--- src/hw/bit_branch_pkg.sv ---
/*
  shared constants for the bit manipulation and branch unit:
  opcodes, opcode patterns, byte lengths, cycle counts, flag positions.
  assumes the status byte is ordered N V G B H I Z C from bit 7 down.
*/
`default_nettype none
package bit_branch_pkg;
  // ---------------------------------------------------------------
  // status flag positions
  // ---------------------------------------------------------------
  localparam int FLAG_N = 7;
  localparam int FLAG_V = 6;
  localparam int FLAG_G = 5;
  localparam int FLAG_H = 3;
  localparam int FLAG_Z = 1;
  localparam int FLAG_C = 0;
  // ---------------------------------------------------------------
  // opcodes
  // ---------------------------------------------------------------
  localparam logic [7:0] OP_CARRY_AND = 8'h8b;
  localparam logic [7:0] OP_CARRY_OR = 8'h6b;
  localparam logic [7:0] OP_CARRY_XOR = 8'hab;
  localparam logic [7:0] OP_LOAD_CARRY = 8'hcb;
  localparam logic [7:0] OP_BIT_TEST_DP = 8'h0c;
  localparam logic [7:0] OP_BIT_TEST_ABS = 8'h1c;
  localparam logic [7:0] OP_ACCUM_BIT_CLEAR = 8'h2b;
  localparam logic [7:0] OP_ACCUM_BIT_SET = 8'h0b;
  localparam logic [7:0] OP_CARRY_CLEAR = 8'h20;
  localparam logic [7:0] OP_CARRY_SET = 8'ha0;
  localparam logic [7:0] OP_PAGE_FLAG_CLEAR = 8'h40;
  localparam logic [7:0] OP_PAGE_FLAG_SET = 8'hc0;
  localparam logic [7:0] OP_OVERFLOW_CLEAR = 8'h80;
  localparam logic [7:0] OP_MEMORY_BIT_INVERT = 8'h4b;
  localparam logic [7:0] OP_STORE_CARRY = 8'heb;
  localparam logic [7:0] OP_TEST_AND_CLEAR = 8'h5c;
  localparam logic [7:0] OP_TEST_AND_SET = 8'h3c;
  localparam logic [7:0] OP_BRANCH_CARRY_LOW = 8'h50;
  localparam logic [7:0] OP_BRANCH_CARRY_HIGH = 8'hd0;
  localparam logic [7:0] OP_BRANCH_NONZERO = 8'h70;
  localparam logic [7:0] OP_BRANCH_NEGATIVE = 8'h90;
  localparam logic [7:0] OP_BRANCH_POSITIVE = 8'h10;
  // bit number in opcode[7:5]; opcode[4] high for clear/low-branch
  localparam logic [7:0] PAT_BIT_FORM_1 = 8'b???0_0001;
  localparam logic [7:0] PAT_BIT_FORM_2 = 8'b???0_0010;
  localparam logic [7:0] PAT_BIT_FORM_3 = 8'b???0_0011;
  localparam int OPC_LOW_SEL = 4;
  // ---------------------------------------------------------------
  // lengths and cycle counts
  // ---------------------------------------------------------------
  localparam logic [1:0] LEN_1 = 2'h1;
  localparam logic [1:0] LEN_2 = 2'h2;
  localparam logic [1:0] LEN_3 = 2'h3;
  localparam logic [3:0] CYC_2 = 4'h2;
  localparam logic [3:0] CYC_4 = 4'h4;
  localparam logic [3:0] CYC_5 = 4'h5;
  localparam logic [3:0] CYC_6 = 4'h6;
  localparam logic [3:0] CYC_7 = 4'h7;
  // ---------------------------------------------------------------
  // memory-bit operand layout {operand2, operand1}
  // ---------------------------------------------------------------
  localparam int MBIT_NUM_LSB = 13;
  localparam int MBIT_INV_POS = 12;
  localparam int MBIT_ADDR_MSB = 11;
  localparam logic [7:0] DP_PAGE_HIGH = 8'h01;
  localparam logic [15:0] RESET_PC = 16'h0000;
  typedef enum logic [0:0] {ST_IDLE = 1'b0, ST_BUSY = 1'b1} exec_state_type;
endpackage : bit_branch_pkg
`default_nettype wire

--- src/hw/bit_ops_branch_unit.sv ---
/*
  execution unit for single-bit manipulation and relative branches.
  assumes the fetch stage hands over opcode, operands, accumulator,
  status, opcode address and the byte at the effective address with
  i_start; an i_start while o_busy is high is ignored.
*/
`timescale 1ns/1ps
`default_nettype none
module bit_ops_branch_unit
#(
  parameter logic [7:0] BRANCH_ZERO_OPCODE = 8'hf0
)
(
  input wire logic i_core_clk, // 20 MHz core clock
  input wire logic i_reset, // synchronous, active high
  input wire logic i_start, // one-cycle instruction hand-over
  input wire logic [7:0] i_opcode, // instruction opcode
  input wire logic [7:0] i_operand1, // first operand byte
  input wire logic [7:0] i_operand2, // second operand byte
  input wire logic [7:0] i_acc, // accumulator before
  input wire logic [7:0] i_psw, // status before
  input wire logic [15:0] i_pc, // address of the opcode
  input wire logic [7:0] i_mem_data, // byte at effective address
  output logic o_busy, // instruction in progress
  output logic o_done, // last cycle of instruction
  output logic o_illegal, // opcode not served here
  output logic [7:0] o_acc, // accumulator after
  output logic [7:0] o_psw, // status after
  output logic [15:0] o_pc, // next program counter
  output logic o_mem_we, // write pulse in last cycle
  output logic [15:0] o_mem_addr, // effective address
  output logic [7:0] o_mem_wdata // byte to write
);
  import bit_branch_pkg::*;

  // ---------------------------------------------------------------
  // elaboration checks
  // ---------------------------------------------------------------
  if (BRANCH_ZERO_OPCODE == OP_BRANCH_CARRY_HIGH || BRANCH_ZERO_OPCODE == OP_BRANCH_NONZERO
      || BRANCH_ZERO_OPCODE[3:0] == 4'h1 || BRANCH_ZERO_OPCODE[3:0] == 4'h2
      || BRANCH_ZERO_OPCODE[3:0] == 4'h3)
  begin : g_bad_opcode
    $error("branch on zero opcode collides with another opcode");
  end

  // ---------------------------------------------------------------
  // decode
  // ---------------------------------------------------------------
  exec_state_type state;
  logic [3:0] cnt;
  logic pend_we;
  logic accepted;
  logic [2:0] opc_bit;
  logic [2:0] mbit_num;
  logic mbit_inv;
  logic mem_bit;
  logic [15:0] mbit_addr;
  logic [15:0] dp_addr;
  logic [15:0] abs_addr;
  logic [15:0] seq_pc;
  logic [15:0] tgt_pc;
  logic [7:0] rel;
  logic [7:0] diff;
  logic [1:0] len;
  logic taken;
  logic branch;
  logic [7:0] next_acc;
  logic [7:0] next_psw;
  logic [15:0] next_pc;
  logic next_we;
  logic [15:0] next_addr;
  logic [7:0] next_wdata;
  logic [3:0] next_cycles;
  logic next_illegal;

  assign accepted = i_start && (state == ST_IDLE);
  assign opc_bit = i_opcode[7:5];
  // the bit-address operand carries bit number, invert selector, address
  assign mbit_num = i_operand2[MBIT_NUM_LSB-8 +: 3];
  assign mbit_inv = i_operand2[MBIT_INV_POS-8];
  assign mem_bit = i_mem_data[mbit_num] ^ mbit_inv;
  assign mbit_addr = {4'h0, i_operand2[MBIT_ADDR_MSB-8:0], i_operand1};
  // the page flag moves the direct page up by one 256-byte page
  assign dp_addr = {(i_psw[FLAG_G] ? DP_PAGE_HIGH : 8'h00), i_operand1};
  assign abs_addr = {i_operand2, i_operand1};
  assign diff = i_acc - i_mem_data;
  assign seq_pc = i_pc + {14'h0000, len};
  assign tgt_pc = seq_pc + {{8{rel[7]}}, rel};

  always_comb
  begin
    next_acc = i_acc;
    next_psw = i_psw;
    next_we = 1'b0;
    next_addr = mbit_addr;
    next_wdata = i_mem_data;
    next_cycles = CYC_2;
    next_illegal = 1'b0;
    len = LEN_1;
    rel = i_operand1;
    taken = 1'b0;
    branch = 1'b0;
    casez (i_opcode)
      OP_CARRY_AND:
      begin
        next_psw[FLAG_C] = i_psw[FLAG_C] & mem_bit;
        len = LEN_3;
        next_cycles = CYC_4;
      end
      OP_CARRY_OR:
      begin
        next_psw[FLAG_C] = i_psw[FLAG_C] | mem_bit;
        len = LEN_3;
        next_cycles = CYC_5;
      end
      OP_CARRY_XOR:
      begin
        next_psw[FLAG_C] = i_psw[FLAG_C] ^ mem_bit;
        len = LEN_3;
        next_cycles = CYC_5;
      end
      OP_LOAD_CARRY:
      begin
        next_psw[FLAG_C] = mem_bit;
        len = LEN_3;
        next_cycles = CYC_4;
      end
      OP_BIT_TEST_DP, OP_BIT_TEST_ABS:
      begin
        next_psw[FLAG_Z] = ((i_acc & i_mem_data) == 8'h00);
        next_psw[FLAG_N] = i_mem_data[7];
        next_psw[FLAG_V] = i_mem_data[6];
        next_addr = i_opcode[4] ? abs_addr : dp_addr;
        len = i_opcode[4] ? LEN_3 : LEN_2;
        next_cycles = i_opcode[4] ? CYC_5 : CYC_4;
      end
      // bit 4 is spliced in: or-ing a wildcard pattern would turn its wildcard bits into x
      PAT_BIT_FORM_1, {PAT_BIT_FORM_1[7:5], 1'b1, PAT_BIT_FORM_1[3:0]}:
      begin
        next_wdata[opc_bit] = ~i_opcode[OPC_LOW_SEL];
        next_we = 1'b1;
        next_addr = dp_addr;
        len = LEN_2;
        next_cycles = CYC_4;
      end
      OP_ACCUM_BIT_CLEAR, OP_ACCUM_BIT_SET:
      begin
        next_acc[i_operand1[2:0]] = ~i_opcode[OPC_LOW_SEL+1];
        len = LEN_2;
      end
      OP_CARRY_CLEAR, OP_CARRY_SET:
        next_psw[FLAG_C] = i_opcode[7];
      OP_PAGE_FLAG_CLEAR, OP_PAGE_FLAG_SET:
        next_psw[FLAG_G] = i_opcode[7];
      OP_OVERFLOW_CLEAR:
      begin
        next_psw[FLAG_V] = 1'b0;
        next_psw[FLAG_H] = 1'b0;
      end
      OP_MEMORY_BIT_INVERT:
      begin
        next_wdata[mbit_num] = ~i_mem_data[mbit_num];
        next_we = 1'b1;
        len = LEN_3;
        next_cycles = CYC_5;
      end
      OP_STORE_CARRY:
      begin
        next_wdata[mbit_num] = i_psw[FLAG_C];
        next_we = 1'b1;
        len = LEN_3;
        next_cycles = CYC_6;
      end
      OP_TEST_AND_CLEAR, OP_TEST_AND_SET:
      begin
        next_psw[FLAG_N] = diff[7];
        next_psw[FLAG_Z] = (diff == 8'h00);
        next_wdata = i_opcode[6] ? (i_mem_data & ~i_acc) : (i_mem_data | i_acc);
        next_we = 1'b1;
        next_addr = abs_addr;
        len = LEN_3;
        next_cycles = CYC_6;
      end
      PAT_BIT_FORM_2, {PAT_BIT_FORM_2[7:5], 1'b1, PAT_BIT_FORM_2[3:0]}:
      begin
        branch = 1'b1;
        taken = i_acc[opc_bit] ^ i_opcode[OPC_LOW_SEL];
        len = LEN_2;
        next_cycles = taken ? CYC_6 : CYC_4;
      end
      PAT_BIT_FORM_3, {PAT_BIT_FORM_3[7:5], 1'b1, PAT_BIT_FORM_3[3:0]}:
      begin
        branch = 1'b1;
        taken = i_mem_data[opc_bit] ^ i_opcode[OPC_LOW_SEL];
        rel = i_operand2;
        next_addr = dp_addr;
        len = LEN_3;
        next_cycles = taken ? CYC_7 : CYC_5;
      end
      OP_BRANCH_CARRY_LOW, OP_BRANCH_CARRY_HIGH:
      begin
        branch = 1'b1;
        taken = i_psw[FLAG_C] == i_opcode[7];
        len = LEN_2;
        next_cycles = taken ? CYC_4 : CYC_2;
      end
      OP_BRANCH_NONZERO, BRANCH_ZERO_OPCODE:
      begin
        branch = 1'b1;
        taken = i_psw[FLAG_Z] == (i_opcode != OP_BRANCH_NONZERO);
        len = LEN_2;
        next_cycles = taken ? CYC_4 : CYC_2;
      end
      OP_BRANCH_NEGATIVE, OP_BRANCH_POSITIVE:
      begin
        branch = 1'b1;
        taken = i_psw[FLAG_N] == i_opcode[7];
        len = LEN_2;
        next_cycles = taken ? CYC_4 : CYC_2;
      end
      default:
        next_illegal = 1'b1;
    endcase
    next_pc = (branch && taken) ? tgt_pc : seq_pc;
  end

  // ---------------------------------------------------------------
  // sequencing
  // ---------------------------------------------------------------
  // results are fixed at hand-over; the count only paces completion
  always_ff @(posedge i_core_clk)
  begin
    if (i_reset)
    begin
      state <= ST_IDLE;
      cnt <= 4'h0;
      o_busy <= 1'b0;
      o_done <= 1'b0;
    end
    else
    begin
      case (state)
        ST_IDLE:
          if (accepted)
          begin
            state <= ST_BUSY;
            cnt <= next_cycles - 4'h1;
            o_busy <= 1'b1;
          end
        ST_BUSY:
        begin
          cnt <= cnt - 4'h1;
          o_done <= (cnt == 4'h1);
          if (cnt == 4'h0)
          begin
            state <= ST_IDLE;
            o_busy <= 1'b0;
          end
        end
        default:
          state <= ST_IDLE;
      endcase
    end
  end

  // memory write lands in the last cycle, after flags are final
  always_ff @(posedge i_core_clk)
  begin
    if (i_reset)
    begin
      pend_we <= 1'b0;
      o_mem_we <= 1'b0;
    end
    else
    begin
      if (accepted)
        pend_we <= next_we;
      o_mem_we <= pend_we && (state == ST_BUSY) && (cnt == 4'h1);
    end
  end

  always_ff @(posedge i_core_clk)
  begin
    if (i_reset)
    begin
      o_acc <= 8'h00;
      o_psw <= 8'h00;
      o_pc <= RESET_PC;
      o_mem_addr <= 16'h0000;
      o_mem_wdata <= 8'h00;
      o_illegal <= 1'b0;
    end
    else if (accepted)
    begin
      o_acc <= next_acc;
      o_psw <= next_psw;
      o_pc <= next_pc;
      o_mem_addr <= next_addr;
      o_mem_wdata <= next_wdata;
      o_illegal <= next_illegal;
    end
  end

  logic [1:0] mem_top;
  logic [6:0] psw_upper;
  assign mem_top = i_mem_data[7:6];
  assign psw_upper = i_psw[7:1];
endmodule : bit_ops_branch_unit
`default_nettype wire

--- config.mk ---
export PLATFORM = sky130hd
export DESIGN_NAME = bit_ops_branch_unit
export DESIGN_NICKNAME = d
export VERILOG_FILES = /design/src/hw/bit_branch_pkg.sv /design/src/hw/bit_ops_branch_unit.sv
export SDC_FILE = /design/constraint.sdc
export NUM_CORES = 1
export LEC_CHECK = 0
export BUFFER_PORTS_ARGS = -buffer_cell sky130_fd_sc_hd__buf_4
export CAP_MARGIN = 10
export CELL_PAD_IN_SITES_DETAIL_PLACEMENT = 1
export CELL_PAD_IN_SITES_GLOBAL_PLACEMENT = 2
export CORE_UTILIZATION = 33
export CTS_CLUSTER_SIZE = 40
export DETAILED_ROUTE_END_ITERATION = 16
export PLACE_DENSITY = 0.89
export RECOVER_POWER = 50
export SYNTH_ARGS = -nofsm -noshare
export SYNTH_HDL_FRONTEND = slang
export SYNTH_SLANG_ARGS = --single-unit
--- constraint.sdc ---
create_clock -name i_core_clk -period 13.5 [get_ports i_core_clk]
set_input_delay 0 -clock i_core_clk [delete_from_list [all_inputs] [get_ports i_core_clk]]
set_output_delay 0 -clock i_core_clk [all_outputs]
set_load 0.01 [all_outputs]
# == Word-level counts from Yosys, hierarchy flattened ==
# Cells that the tools add are included.
# totals
register_bits,66
in_bits,67
output_inout_bits,60
wordCells,155
# op_classes
add_sub_neg,5
n_lt_le_gt_ge,6
eq_ne,36
muxes,51
bitwise,14
reduce_logical,31
# op_table
operator,count
$eq 8x8->1 const B,10
$eq 8x7->1 const B,6
$pmux 16 s3,1
$bwmux 8,4
$mux 16,2
$pmux 8 s4,1
$reduce_or 29->1,1
$pmux 3 s9,1
$eq 8x6->1 const B,3
$mux 8,3
$reduce_or 2->1,11
$reduce_or 10->1,2
$mux 1,18
$add 16x16->16,1
$add 16x2->16,1
$and 8x8->8,2
$eq 8x4->1 const B,2
$eq 8x5->1 const B,2
$logic_not 8->1,2
$eq 5x5->1 const B,3
$lt 3x4->1 const B,3
$reduce_or 12->1,1
$eq 5x2->1 const B,2
$pmux 1 s2,5
other kinds (29),56

# == Logic depth before layout (Yosys ltp) ==
# depth
word_depth,8
depth_mapped,28
depth_no_buf,25

# == Worst setup path after synthesis ==
# No wires, ideal clock.
# synth_path
path_type,input -> register
from,in i_opcode[7]
to,reg o_pc[15]
setup_time_ns,0.131
arrival_time_ns,4.494
required_time_ns,13.369
slack_ns,8.875
cell_stages,26
n_path_buf,3
path_cell_list,buf_2 > nand2_1 > and4_1 > clkbuf_1 > or3b_1 > buf_2 > a21o_1 > nor3_1 > nand2_1 > o2111ai_1 > ha_1 > inv_1 > fa_1 > nor2_1 > nand4_1 > nor2_1 > xor2_1 > ha_1 > and4_1 > a21o_1 > a311oi_1 > o21ai_0 > o21ai_0 > xnor2_1 > o21ai_0 > o311ai_1
# synth_via
elab_chain_len,6
elab_cells_between_ends,42
classes_between,2 x add/sub; 22 x eq/ne; 8 x mux; 2 x bitwise; 8 x reduce/logical
# synth_rtl
item,line,rtl
start: declaration,bit_ops_branch_unit.sv:17,"input wire logic [7:0] i_opcode,"
$eq 8x8->1 (tied with other cells),bit_ops_branch_unit.sv:103,casez (i_opcode)
$reduce_or 12->1 (no line) (tied with other cells),-,
$pmux 2 s3 (tied with other cells),bit_ops_branch_unit.sv:103,
$add 16x2->16 / $pmux 1 s5 (equally long branches),"bit_ops_branch_unit.sv:87, bit_ops_branch_unit.sv:103",
$add 16x16->16 / $logic_and 1x1->1 (equally long branches),"bit_ops_branch_unit.sv:88, bit_ops_branch_unit.sv:224",
$mux 16 (*),bit_ops_branch_unit.sv:224,next_pc = (branch && taken) ? tgt_pc : seq_pc;
end signal: assignment,bit_ops_branch_unit.sv:297,o_pc <= next_pc;
end: declaration,bit_ops_branch_unit.sv:29,"output logic [15:0] o_pc,"
# Mark *: on every way between the ends. The rest lies on a longest branch, timed or not. The select of a mux whose other input is x is not followed.
# A chain may end at the register's enable or synchronous reset.

# == Final worst setup path ==
# layout_path
from,in i_opcode[5]
to,reg o_pc[15]
# The elaborated chain is that of the path after synthesis.

==> results.cfg <==
[yosys]
synthCells = 721
synth_xor_area_frac = 0.0559
ys.flop_type = dfxtp_1
synth_cell_types = 62
synth_top_family_by_area = compound AO/OA/AOI/OAI gates
synthSimpleGateAreaFrac = 0.232
yosysWarnings = 0
synth.avg_cell_area_um2 = 7.58
ys_ff_latch = 66
ys_async_sr_fraction = 0
synth_mux_area_frac = 0.0772
yosysSeqAreaShare = 0.242
synth_fa_ha_area_frac = 0.0943
synth_edf_count = 0
synth_compound_area_frac = 0.243
syn_area_um2 = 5460
syn_nets = 828

[final_layout]
final_cell_mix = 83 x nor2_1, 68 x buf_4, 66 x dfxtp_1
layout-drive-gt1-share = 0.123
fill_cells = 2044
syn_to_final_growth_pct = 24.8
multiInputGateArea_um2 = 3840
nNetsFinal = 938
final_common_cell = nor2_1
register_area_um2 = 1320
final_core_util = 0.426
antenna_cells = 0

[clocking]
clock_sinks = 66
numCtsBuffers = 9
cts_setup_buffers = 0
h-tree-depth = 3
clk_pin_slew_ps = 60
cts_repair_resize_count = 0
cts_tree = built
clock-root-buffer = clkbuf_16
clock_latency_ps = 340
clockBufferDepth = 2

[placement]
dp_hpwl_um = 15700
gp_congestion = 0.941
io_buffers = 126

[die]
dieWidth_um = 131
dieArea_um2 = 17100
die_h_um = 131
core_um2 = 16000
row_count = 46
initial_utilization = 0.341
io_pins = 127

[sta]
rsz0062_at_grt = false
layout_min_cycle_time_ps = 5660
tightest_slew_ps = 815
finalSetupTns_ps = 0
setup_viol = 0
fin_crit_sh = 0.419
finalClockSkew_ps = 8.04
maxSlewHeadroom = 0.457
timing.fmax_mhz = 177
slew_violations = 0
holdWs_ps = 5.79
hold_viol = 0

[critical_path]
worstSetupPathType = primary input to register
endpoint_kind = register
worstPathRequired_ps = 13690
max_stage_delay_ps = 590
reg2reg_to = o_pc[12]$_SDFFE_PP0P_
crit_slowest_cell = or3b_1
rr_worst_depth = 5
critPathLaunchType = primary input
rrSetupSlack_ps = 10890
r2r_start = state$_SDFF_PP0_
crit_fanout = 32
critical_path_arrival_ps = 5850

[power]
worst_ir_drop_vdd_mv = 0.0854
switchingPower_uw = 231
power.density_nw_per_um2 = 107
sequentialPowerShare = 0.306
swShare = 0.317
p_clk_frac = 0.403
power.leakage_uw = 0.00277
p_comb_frac = 0.291
total_power_uw = 728
p_int_uw = 497

[detailed_routing]
first_pass_iters = 4
drt-total-wl_um = 21000
viasPerCell = 5.63
drtIter0Drc = 371
drc = 0
vias = 5918
post_drt_wl_per_cell_um = 20.0
drtAntennaViolNets = 0

[min_path]
whs_endpoint = state$_SDFF_PP0_
holdPathStages = 3
worstHoldStart = i_start
hold_path.class = primary input to register

[global_routing]
antenna_found_initial = 0
grt_pass1_vias = 5920
grt_max_degree = 68
grtUsageTotal = 0.250
overflow = 0
grt_pass1_wl_um = 32500

[job]
cap_violations = 0

[run_status]
status = finished, final reports clean
-- power groups by stage --
stage | clock (uW) | sequential [uW] | combinational (uW)
after detailed placement | 0 | 227 | 216
after global routing | 306 | 224 | 235
after CTS | 299 | 223 | 222
after global placement | 0 | 226 | 208
after floorplan | 0 | 230 | 129
final | 294 | 222 | 212
-- synth_stat cells (all sizes together), types with 3 or more instances --
library cell,count,share of area
nor2,83,0.057
dfxtp,66,0.24
nand2,63,0.043
a21oi,52,0.048
o21ai,47,0.044
clkbuf,38,0.026
ha,38,0.087
inv,28,0.019
a211oi,27,0.037
nand3,27,0.025
mux2i,26,0.048
nor3,24,0.023
xnor2,20,0.033
nand2b,14,0.016
xor2,14,0.022
mux2,12,0.025
a32oi,11,0.018
a22oi,9,0.013
buf,9,0.011
nand3b,9,0.012
nor2b,8,0.0092
and3,7,0.0080
nand4,7,0.0080
nor4,7,0.0080
o21a,6,0.0082
a21o,5,0.0069
a311oi,5,0.0080
nor3b,5,0.0069
o21bai,5,0.0069
o22ai,5,0.0057
a31oi,4,0.0073
o311ai,4,0.0064
o31ai,4,0.0055
a21boi,3,0.0041
o211ai,3,0.0041
or3,3,0.0034
-- flip-flops by register name (all words and copies together) (netlist names) --
name,cells
o_done,1
o_illegal,1
o_acc,8
o_psw,8
o_busy,1
cnt,4
o_mem_addr,16
o_mem_we,1
o_mem_wdata,8
state,1
pend_we,1
o_pc,16
-- worst max-delay path by stage --
| stage | slack, ps | startpoint | endpoint | cells past startpoint |
|---|---|---|---|---|
| detailed placement | 7650 | i_opcode[5] | o_pc[15]$_SDFFE_PP0P_ | 25 |
| CTS | 7960 | i_opcode[5] | o_pc[15]$_SDFFE_PP0P_ | 26 |
| global placement | 8000 | i_opcode[5] | o_pc[15]$_SDFFE_PP0P_ | 25 |
| global route | 7460 | i_opcode[5] | o_pc[15]$_SDFFE_PP0P_ | 26 |
| floorplan | 8870 | i_opcode[7] | o_pc[15]$_SDFFE_PP0P_ | 26 |
| finish | 7840 | i_opcode[5] | o_pc[15]$_SDFFE_PP0P_ | 26 |
-- worst max-delay path, delay by kind of cell --
family                   cells  cell delay (ps)
AO/OA/AOI/OAI                8             1610
XOR/XNOR                     2              350
AND/OR/NAND/NOR              9             2180
adder cells (fa/ha/maj)      3             1000
buffers and inverters        4              670
-- final cells by class --
type / instances / share of cell area
clock buffer: 10 / 0.0336
clock inverter: 6 / 0.0202
inverter: 28 / 0.0154
multi-input combinational: 580 / 0.563
sequential: 66 / 0.194
tap: 216 / 0.0396
timing repair buffer: 146 / 0.134
-- what timing repair did --
item	in CTS	in global routing
endpoints found under the setup margin	0	0
hold endpoints to repair	18	0
hold buffers	18	0
-- metal layers --
metal	vias to the layer above	track usage	share of wire
met5	-	0	0
met4	0	0.0663	0.020
met3	28	0.0521	0.053
met2	162	0.412	0.47
met1	2903	0.329	0.45
li1	2825	-	-
-- cells by family (layout without fill, tap and decap cells) --
| logic type | count (synthesis) | in the layout |
|---|---|---|
| mux | 39 | 39 |
| simple gates | 265 | 265 |
| flops | 66 | 66 |
| buf+inv | 75 | 190 |
| xor+xnor | 34 | 34 |
| compound gates | 202 | 202 |
| fa+ha+maj | 40 | 40 |
-- stage by stage --
stage / cell area (um2) / std cells / worst slack, ps
3_3_place_gp: 6500 / 1018 / 8000
3_5_place_dp: 6500 / 1018 / 7650
5_1_grt: 6820 / 1052 / 7460
2_1_floorplan: 5460 / 721 / 8870
6_report: 6820 / 1052 / 7840
4_1_cts: 7050 / 1052 / 7960
Note: power is estimated with default switching activity, not from simulation.
